==> src/core/srpc_defines.vh <==
// constants for the supply regulator and power control block
`ifndef SRPC_DEFINES_VH
`define SRPC_DEFINES_VH
`define SRPC_ADDR_CHIP_STATE 5'h00
`define SRPC_ADDR_REG_CTRL 5'h0B
`define SRPC_CHIP_STATE_RST 8'h00
`define SRPC_REG_CTRL_RST 8'h87
`define SRPC_BIT_SUPPLY_3V 0
`define SRPC_BIT_RX_ONLY 1
`define SRPC_BIT_RF_FULL 5
`define SRPC_BIT_STANDBY 7
`define SRPC_BIT_AUTO 7
// rail voltages in units of 100 mV, margins in units of 10 mV
`define SRPC_RAIL_5V_BASE 6'h2B
`define SRPC_RAIL_3V_BASE 6'h1B
`define SRPC_RAIL_PA_MAX 6'h32
`define SRPC_RAIL_LOGIC_MAX 6'h22
`define SRPC_MARGIN_250 6'h19
`define SRPC_MARGIN_350 6'h23
`define SRPC_MARGIN_400 6'h28
`endif

==> src/core/srpc_supply_power_ctrl.v <==
// supply configuration, regulator mode decode and power state logic
`timescale 1ns/100ps
`include "srpc_defines.vh"
module srpc_supply_power_ctrl (
    input wire CORE_CLK_IN,
    input wire RST_IN,
    input wire PRIMARY_WAKE_IN,
    input wire SECONDARY_WAKE_PIN_IN,
    input wire WR_EN_IN,
    input wire [4:0] ADDR_IN,
    input wire [7:0] WDATA_IN,
    output reg [7:0] RDATA_OUT,
    output reg SUPPLY_3V_OUT,
    output reg AUTO_MODE_OUT,
    output reg [5:0] AUTO_MARGIN_OUT,
    output reg [5:0] AMPLIFIER_SUPPLY_RAIL_OUT,
    output reg [5:0] ANALOG_RAIL_OUT,
    output reg [5:0] DIGITAL_RAIL_OUT,
    output reg [5:0] RAIL_CEIL_PA_OUT,
    output reg [5:0] RAIL_CEIL_LOGIC_OUT,
    output reg AUTO_ADJUST_START_OUT,
    output reg REGULATORS_EN_OUT,
    output reg OSC_EN_OUT,
    output reg HOST_CLOCK_OUTPUT_EN_OUT,
    output reg AUX_CLOCK_EN_OUT,
    output reg STANDBY_OUT,
    output reg TX_EN_OUT,
    output reg RX_EN_OUT
);
// ****************************************
// pin synchronisers
// ****************************************
reg [2:0] wake_sync_reg;
reg [2:0] wake2_sync_reg;
reg wake_reg;
reg wake2_reg;
always @(posedge CORE_CLK_IN or posedge RST_IN) begin
    if (RST_IN) begin
        wake_sync_reg <= 3'h0;
        wake2_sync_reg <= 3'h0;
        wake_reg <= 1'b0;
        wake2_reg <= 1'b0;
    end else begin
        wake_sync_reg <= {wake_sync_reg[1:0], PRIMARY_WAKE_IN};
        wake2_sync_reg <= {wake2_sync_reg[1:0], SECONDARY_WAKE_PIN_IN};
        // change counts only when stages two and three agree
        if (wake_sync_reg[2] == wake_sync_reg[1])
            wake_reg <= wake_sync_reg[2];
        if (wake2_sync_reg[2] == wake2_sync_reg[1])
            wake2_reg <= wake2_sync_reg[2];
    end
end
// ****************************************
// registers
// ****************************************
reg [7:0] chip_state_control_reg;
reg [7:0] regulator_io_control_reg;
reg wake_d_reg;
reg auto_d_reg;
always @(posedge CORE_CLK_IN or posedge RST_IN) begin
    if (RST_IN) begin
        chip_state_control_reg <= `SRPC_CHIP_STATE_RST;
        regulator_io_control_reg <= `SRPC_REG_CTRL_RST;
        wake_d_reg <= 1'b0;
        auto_d_reg <= 1'b1;
    end else begin
        if (WR_EN_IN && ADDR_IN == `SRPC_ADDR_CHIP_STATE)
            chip_state_control_reg <= WDATA_IN;
        if (WR_EN_IN && ADDR_IN == `SRPC_ADDR_REG_CTRL)
            regulator_io_control_reg <= WDATA_IN;
        wake_d_reg <= wake_reg;
        auto_d_reg <= regulator_io_control_reg[`SRPC_BIT_AUTO];
    end
end
always @* begin
    case (ADDR_IN)
        `SRPC_ADDR_CHIP_STATE: RDATA_OUT = chip_state_control_reg;
        `SRPC_ADDR_REG_CTRL: RDATA_OUT = regulator_io_control_reg;
        default: RDATA_OUT = 8'h00;
    endcase
end
// ****************************************
// regulator decode
// ****************************************
// rail source picked once, then shared by all three rail outputs
localparam [1:0] RAIL_MODE_AUTO = 2'h0;
localparam [1:0] RAIL_MODE_MAN_5V = 2'h1;
localparam [1:0] RAIL_MODE_MAN_3V = 2'h2;
wire [2:0] code = regulator_io_control_reg[2:0];
wire is_3v = chip_state_control_reg[`SRPC_BIT_SUPPLY_3V];
wire is_auto = regulator_io_control_reg[`SRPC_BIT_AUTO];
wire [5:0] code6 = {3'h0, code};
reg [1:0] rail_mode;
reg supply_3v_next;
reg auto_mode_next;
reg [5:0] auto_margin_next;
reg [5:0] ceil_pa_next;
reg [5:0] ceil_logic_next;
reg [5:0] pa_rail_next;
reg [5:0] analog_rail_next;
reg [5:0] digital_rail_next;
always @* begin
    if (is_auto) begin
        rail_mode = RAIL_MODE_AUTO;
    end else if (is_3v) begin
        rail_mode = RAIL_MODE_MAN_3V;
    end else begin
        rail_mode = RAIL_MODE_MAN_5V;
    end
end
always @* begin
    supply_3v_next = is_3v;
    auto_mode_next = is_auto;
end
always @* begin
    // code 01 is undefined; treated as the widest margin
    case (code[1:0])
        2'b11: begin
            auto_margin_next = `SRPC_MARGIN_250;
        end
        2'b10: begin
            auto_margin_next = `SRPC_MARGIN_350;
        end
        default: begin
            auto_margin_next = `SRPC_MARGIN_400;
        end
    endcase
end
always @* begin
    // a 3-V supply cannot lift the amplifier rail above the logic ceiling
    if (is_3v) begin
        ceil_pa_next = `SRPC_RAIL_LOGIC_MAX;
    end else begin
        ceil_pa_next = `SRPC_RAIL_PA_MAX;
    end
    ceil_logic_next = `SRPC_RAIL_LOGIC_MAX;
end
always @* begin
    case (rail_mode)
        RAIL_MODE_AUTO: begin
            // analog tracker not modelled; report the ceilings
            pa_rail_next = ceil_pa_next;
            analog_rail_next = ceil_logic_next;
            digital_rail_next = ceil_logic_next;
        end
        RAIL_MODE_MAN_5V: begin
            pa_rail_next = `SRPC_RAIL_5V_BASE + code6;
            analog_rail_next = `SRPC_RAIL_LOGIC_MAX;
            digital_rail_next = `SRPC_RAIL_LOGIC_MAX;
        end
        RAIL_MODE_MAN_3V: begin
            pa_rail_next = `SRPC_RAIL_3V_BASE + code6;
            analog_rail_next = `SRPC_RAIL_3V_BASE + code6;
            digital_rail_next = `SRPC_RAIL_3V_BASE + code6;
        end
        default: begin
            pa_rail_next = ceil_pa_next;
            analog_rail_next = ceil_logic_next;
            digital_rail_next = ceil_logic_next;
        end
    endcase
end
// ****************************************
// output registers
// ****************************************
// decode reaches the pins one cycle after a register write
always @(posedge CORE_CLK_IN or posedge RST_IN) begin
    if (RST_IN) begin
        SUPPLY_3V_OUT <= 1'b0;
        AUTO_MODE_OUT <= 1'b1;
        AUTO_MARGIN_OUT <= `SRPC_MARGIN_250;
        RAIL_CEIL_PA_OUT <= `SRPC_RAIL_PA_MAX;
        RAIL_CEIL_LOGIC_OUT <= `SRPC_RAIL_LOGIC_MAX;
        AMPLIFIER_SUPPLY_RAIL_OUT <= `SRPC_RAIL_PA_MAX;
        ANALOG_RAIL_OUT <= `SRPC_RAIL_LOGIC_MAX;
        DIGITAL_RAIL_OUT <= `SRPC_RAIL_LOGIC_MAX;
    end else begin
        SUPPLY_3V_OUT <= supply_3v_next;
        AUTO_MODE_OUT <= auto_mode_next;
        AUTO_MARGIN_OUT <= auto_margin_next;
        RAIL_CEIL_PA_OUT <= ceil_pa_next;
        RAIL_CEIL_LOGIC_OUT <= ceil_logic_next;
        AMPLIFIER_SUPPLY_RAIL_OUT <= pa_rail_next;
        ANALOG_RAIL_OUT <= analog_rail_next;
        DIGITAL_RAIL_OUT <= digital_rail_next;
    end
end
// ****************************************
// regulator adjustment start
// ****************************************
always @* begin
    // one-cycle pulse; a rise while already high needs 1-0-1
    AUTO_ADJUST_START_OUT = 1'b0;
    if (is_auto) begin
        if (wake_reg && !wake_d_reg) begin
            AUTO_ADJUST_START_OUT = 1'b1;
        end
        if (!auto_d_reg) begin
            AUTO_ADJUST_START_OUT = 1'b1;
        end
    end
end
// ****************************************
// power state
// ****************************************
always @* begin
    REGULATORS_EN_OUT = wake_reg;
    OSC_EN_OUT = wake_reg;
    HOST_CLOCK_OUTPUT_EN_OUT = wake_reg;
end
always @* begin
    // secondary pin alone keeps the low-rate clock alive in sleep
    AUX_CLOCK_EN_OUT = !wake_reg && wake2_reg;
end
always @* begin
    STANDBY_OUT = 1'b0;
    TX_EN_OUT = 1'b0;
    RX_EN_OUT = 1'b0;
    if (wake_reg) begin
        // standby overrides both radio enables
        if (chip_state_control_reg[`SRPC_BIT_STANDBY]) begin
            STANDBY_OUT = 1'b1;
        end else begin
            TX_EN_OUT = chip_state_control_reg[`SRPC_BIT_RF_FULL];
            RX_EN_OUT = chip_state_control_reg[`SRPC_BIT_RF_FULL] ||
                chip_state_control_reg[`SRPC_BIT_RX_ONLY];
        end
    end
end
endmodule // srpc_supply_power_ctrl

==> config.mk <==
export PLATFORM = sky130hd
export DESIGN_NAME = srpc_supply_power_ctrl
export DESIGN_NICKNAME = d
export VERILOG_FILES = /design/src/core/srpc_supply_power_ctrl.v
export VERILOG_INCLUDE_DIRS = /design/src /design/src/core
export SDC_FILE = /design/constraint.sdc
export NUM_CORES = 1
export LEC_CHECK = 0
export ABC_AREA = 1
export BUFFER_PORTS_ARGS = -buffer_cell sky130_fd_sc_hd__buf_4
export CORE_MARGIN = 2
export CORE_UTILIZATION = 25
export DETAILED_ROUTE_END_ITERATION = 12
export GPL_ROUTABILITY_DRIVEN = 0
export SYNTH_ARGS = -nofsm -noshare
export SYNTH_HDL_FRONTEND = slang
export SYNTH_SLANG_ARGS = --single-unit
==> constraint.sdc <==
create_clock -name CORE_CLK_IN -period 2.2 [get_ports CORE_CLK_IN]
set_clock_uncertainty 0.1 [all_clocks]
set_input_delay 0.66 -clock CORE_CLK_IN [delete_from_list [all_inputs] [get_ports CORE_CLK_IN]]
set_output_delay 0.66 -clock CORE_CLK_IN [all_outputs]
set_load 0.02 [all_outputs]
==> results of run 1 <==
## synth_stat cells
cell     number  area, µm²
nor2_2        1       6.26
nor3_1        2       10.0
nand3_1      14       70.1
nand2_1      55        206
o21a_1        1       7.51
maj3_1        2       20.0
dfrtp_1      31        776
dfstp_2      14        368
inv_2         1       3.75
buf_4        20        150
o22ai_1       1       6.26
conb_1        2       7.51
o21ai_0       6       30.0
inv_1        17       63.8
nor2_1        8       30.0
or2_2         1       6.26
nor2_4        1       11.3
ha_1          6       75.1
buf_2         4       20.0
nand4_1       9       56.3
buf_6         1       11.3
nor2_8        1       20.0
## final cells by class
type | instances | area [µm²]
clock buffers | 6 | 72.6
clock inverters | 2 | 38.8
fillers | 770 | 4930
inverters | 18 | 67.6
multi-input cells | 120 | 628
flip-flops and latches | 45 | 1140
well taps | 102 | 128
repair buffers | 80 | 643
## critical path, stage by stage
cell	delay [ps]
buf_6	100
nor2_4	120
nand2_4	80
nor2_8	110
buf_4	150
nand2_1	60
nand2_1	70
buf_4	140
## per-layer routing
layer / GRT usage / up-vias
met5: 0 / -
met4: 0.0386 / 0
met3: 0.0317 / 12
met2: 0.165 / 71
met1: 0.140 / 694
li1: - / 731
## worst paths after layout
check | startpoint | to | slack, ps | depth (start not counted)
max | ADDR_IN[0] | RDATA_OUT[5] | -40 | 8
min | RST_IN | DIGITAL_RAIL_OUT[2] | 240 | 2
max reg2reg | regulator_io_control_reg[0] | DIGITAL_RAIL_OUT[2] | 670 | 6
min reg2reg | wake2_sync_reg[0] | wake2_sync_reg[1] | 250 | 0
max in group asynchronous | RST_IN | regulator_io_control_reg[7] | 1210 | 3
min in group CORE_CLK_IN | wake2_sync_reg[0] | wake2_sync_reg[1] | 250 | 0
## through the flow
step | instances | TNS, ps
detailed placement | 353 | -973
CTS | 372 | -134
finish | 373 | -147
floorplan | 208 | -56.6
global route | 373 | -600
global placement | 353 | -787
## what timing repair did
action | CTS | global route
gates cloned | 0 | 0
pin swaps | 3 | 0
buffers inserted | 11 | 1
resized for setup | 19 | 3
setup endpoints to repair | 8 | 16
## layout by cell type (no fill, tap or decap), drive strengths merged
| cell | instances |
|---|---|
| dfstp | 14 |
| o22ai | 1 |
| bufinv | 1 |
| ha | 6 |
| dfrtp | 31 |
| nand4 | 9 |
| clkbuf | 6 |
| or2 | 1 |
| nor3 | 2 |
| clkinv | 1 |
| conb | 12 |
| o21ai | 6 |
| nand3 | 14 |
| inv | 18 |
| buf | 80 |
| o21a | 1 |
| maj3 | 2 |
| nor2 | 11 |
| nand2 | 55 |
## cells by family after synthesis
group / after synthesis / synth area share
AO/OA/AOI/OAI: 8 / 0.0224
adder cells (fa/ha/maj): 8 / 0.0486
buffers and inverters: 43 / 0.127
flip-flops: 45 / 0.585
other: 2 / 0.00384
AND/OR/NAND/NOR: 92 / 0.213
## power by group through the flow
| stage | registers (mW) | logic [mW] | clock network (mW) |
|---|---|---|---|
| finish | 1.10 | 0.618 | 0.610 |
| global route | 1.12 | 0.677 | 0.668 |
| CTS | 1.11 | 0.623 | 0.631 |
| detailed placement | 1.12 | 0.603 | 0 |
| global placement | 1.12 | 0.596 | 0 |
| floorplan | 1.20 | 0.285 | 0 |
==> results.toml, run 1 <==
[setup_path]
worstPathMaxFanout = 5
endpoint_kind = "output pin"
startpoint_type = "input pin"
required_ps = 1440
critPathKind = "in -> out"
crit_arrival_ps = 1480

[power]
power_mw = 2.33
seqPwrFrac = 0.473
peakVddDrop_uv = 246
p_int_mw = 1.61
combPwrFrac = 0.265
cellPowerDensity_mw_per_mm2 = 856
p_sw_uw = 724
switching_share = 0.311
power_leakage_nw = 1.43
clkPwrFrac = 0.262

[placed_design]
place_area_mm2 = 0.00246
port-buffer-count = 59
dp_worst_setup_slack_ps = -175
dp_hpwl_um = 3060

[floorplanning]
coreArea_mm2 = 0.00765
die_area_mm2 = 0.00855
pin_count = 72
die_height_um = 92.4
die_w_um = 92.4
rows = 32
initial_core_util = 0.256

[route]
dr.pass1.iters = 4
top_layer = "met4"
wl_met3_um = 361
vias = 1508
post_drt_wl_per_cell_um = 11.4
routed_via_density = 4.04
drc = 0
wl_met1_um = 1940
wl_met2_um = 1850
ant_nets = 0
routed_wl_um = 4240
first_iter_violations = 86

[clock_network]
htreeDepth = 2
clock_sinks = 45
cts_tree = "built"
root_buffer = "clkbuf_8"
cts_buffer_depth = 2
cts.clk_slew.worst_paths_ps = 80
clk_latency_ps = 300
postCtsHoldBufs = 0
cts_buffers = 5

[yosys]
avgSynthCellArea_um2 = 9.88
yosysWarnings = 0
ys_ff_latch = 45
netlist_area_mm2 = 0.00196
synth_cell_types = 22
ys_seq_area_frac = 0.585
synthCells = 198

[grt]
grt_pass1_vias = 1517
grt_pass1_wl_um = 7090
grt_max_degree = 28
grt_overflow_total = 0
antenna_found_initial = 0
groute.usage.overall = 0.106

[outcome]
status = "finished with violations"
violations = "negative setup slack"

[timing]
hold-worst-slack_ps = 244
rsz0062_at_grt = "true"
finalHoldViolations = 0
worst_slack_ps = -41.6
period_share = 1.02
maxSlewViolCount = 0
period_needed_ps = 2240
fmax_ghz = 0.446
setup_viol = 7

[job]
maxCapViolCount = 0

[finish]
antenna_cells = 0
design_area_mm2 = 0.00272
layout-drive-gt1-share = 0.421
nets = 294
syn_to_final_growth_pct = 39.2
final_core_util = 0.356

[worst_hold_path]
hold_path.class = "in -> async"
Note: power is estimated with default switching activity, not from simulation.
==> run 2, diff against run 1 <==
CTS_BUF_LIST = sky130_fd_sc_hd__clkbuf_8 sky130_fd_sc_hd__clkbuf_16   (was unset)
TNS_END_PERCENT = 100   (was unset)
==> results.toml, run 2 (synthesis gave the netlist of run 1 again) <==
[outcome]
status = "finished with violations"
violations = "negative setup slack"

[floorplanning]
initial_core_util = 0.256
coreArea_mm2 = 0.00765
die_height_um = 92.4
die_w_um = 92.4
rows = 32
pin_count = 72
die_area_mm2 = 0.00855

[placed_design]
place_area_mm2 = 0.00246
port-buffer-count = 59
dp_hpwl_um = 3060
dpl.cell_count = 353

[finish]
layout-drive-gt1-share = 0.421
design_area_mm2 = 0.00272
antenna_cells = 0
instances_no_fill = 373
syn_to_final_growth_pct = 39.2
layout_common_cells = "buf_4, nand2_1, dfrtp_1"
layout_commonest_cell = "buf_4"
nets = 294

[setup_path]
endpoint_kind = "output pin"
critPathKind = "in -> out"
r2r_end = "DIGITAL_RAIL_OUT[2]"
path_buf_inv = 3
required_ps = 1440
path_cells = "buf_6 > nor2_4 > nand2_4 > nor2_8 > buf_4 > nand2_1 > nand2_1 > buf_4"
startpoint_type = "input pin"
slowest_delay_ps = 150
worstPathMaxFanout = 5
r2r_slack_ps = 670
r2r_start = "regulator_io_control_reg[0]"
crit_family = "simple AND/OR/NAND/NOR gates"
crit_arrival_ps = 1480
cp.depth = 8
ff2ff_path_depth = 6
cp_slowest_cell = "buf_4"

[grt]
grt_max_degree = 28
grt_pass1_vias = 1517
grt_pass1_wl_um = 7090
antenna_found_initial = 0
groute.usage.overall = 0.106
grt_overflow_total = 0

[clock_network]
cts_tree = "built"
root_buffer = "clkbuf_8"
clk_latency_ps = 300
postCtsHoldBufs = 0
htreeDepth = 2
cts_buffer_depth = 2
cts_buffers = 5
clock_sinks = 45
cts.clk_slew.worst_paths_ps = 80

[route]
first_iter_violations = 86
vias = 1508
dr.pass1.iters = 4
post_drt_wl_per_cell_um = 11.4
routed_wl_um = 4240
drc = 0
ant_nets = 0
routed_via_density = 4.04

[timing]
maxSlewViolCount = 0
finalHoldViolations = 0
period_needed_ps = 2240
period_share = 1.02
worst_slack_ps = -41.6
rsz0062_at_grt = "true"
fmax_ghz = 0.446
setup_viol = 7

[power]
power_mw = 2.33
peakVddDrop_uv = 246
power_leakage_nw = 1.44
cellPowerDensity_mw_per_mm2 = 855

[job]
maxCapViolCount = 0

[worst_hold_path]
hold_path.class = "in -> async"
## run 2: cell type report
class,count,area [µm²]
inverters,18,67.6
flip-flops and latches,45,1140
clock buffers,5,68.8
multi-input cells,120,628
well taps,102,128
fillers,770,4930
repair buffers,80,643
clock inverters,3,42.5
## run 2: per-layer routing
| metal | global-route usage | wire [µm] | vias to the layer above |
|---|---|---|---|
| met5 | 0 | 0 | - |
| met4 | 0.0386 | 85 | 0 |
| met3 | 0.0317 | 361 | 12 |
| met2 | 0.165 | 1850 | 71 |
| met1 | 0.140 | 1940 | 694 |
| li1 | - | - | 731 |
## run 2: how the worst max path moves through the flow
| stage | startpoint | end |
|---|---|---|
| after CTS | ADDR_IN[0] | RDATA_OUT[1] |
| final | ADDR_IN[0] | RDATA_OUT[5] |
| after detailed placement | ADDR_IN[1] | RDATA_OUT[7] |
| after global routing | ADDR_IN[0] | RDATA_OUT[0] |
| after global placement | ADDR_IN[1] | RDATA_OUT[1] |
| after floorplan | ADDR_IN[3] | RDATA_OUT[0] |
## run 2: through the flow
stage	hold slack, ps	util	setup slack, ps	TNS, ps
2_1_floorplan	231	-	-18.9	-56.6
3_3_place_gp	232	0.322	-124	-787
3_5_place_dp	239	0.322	-175	-973
4_1_cts	257	0.354	-42.9	-134
5_1_grt	267	0.356	-114	-600
6_report	244	0.356	-41.6	-147
## run 2: power breakdown
group	switching [mW]	internal [mW]
sequential	0.0955	1.01
combinational	0.360	0.258
clock	0.269	0.336
## run 2: timing repair
item                       CTS  global route
setup buffers               11             1
cloned                       0             0
resized for setup           19             3
setup endpoints to repair    8            16
pin swaps                    3             0
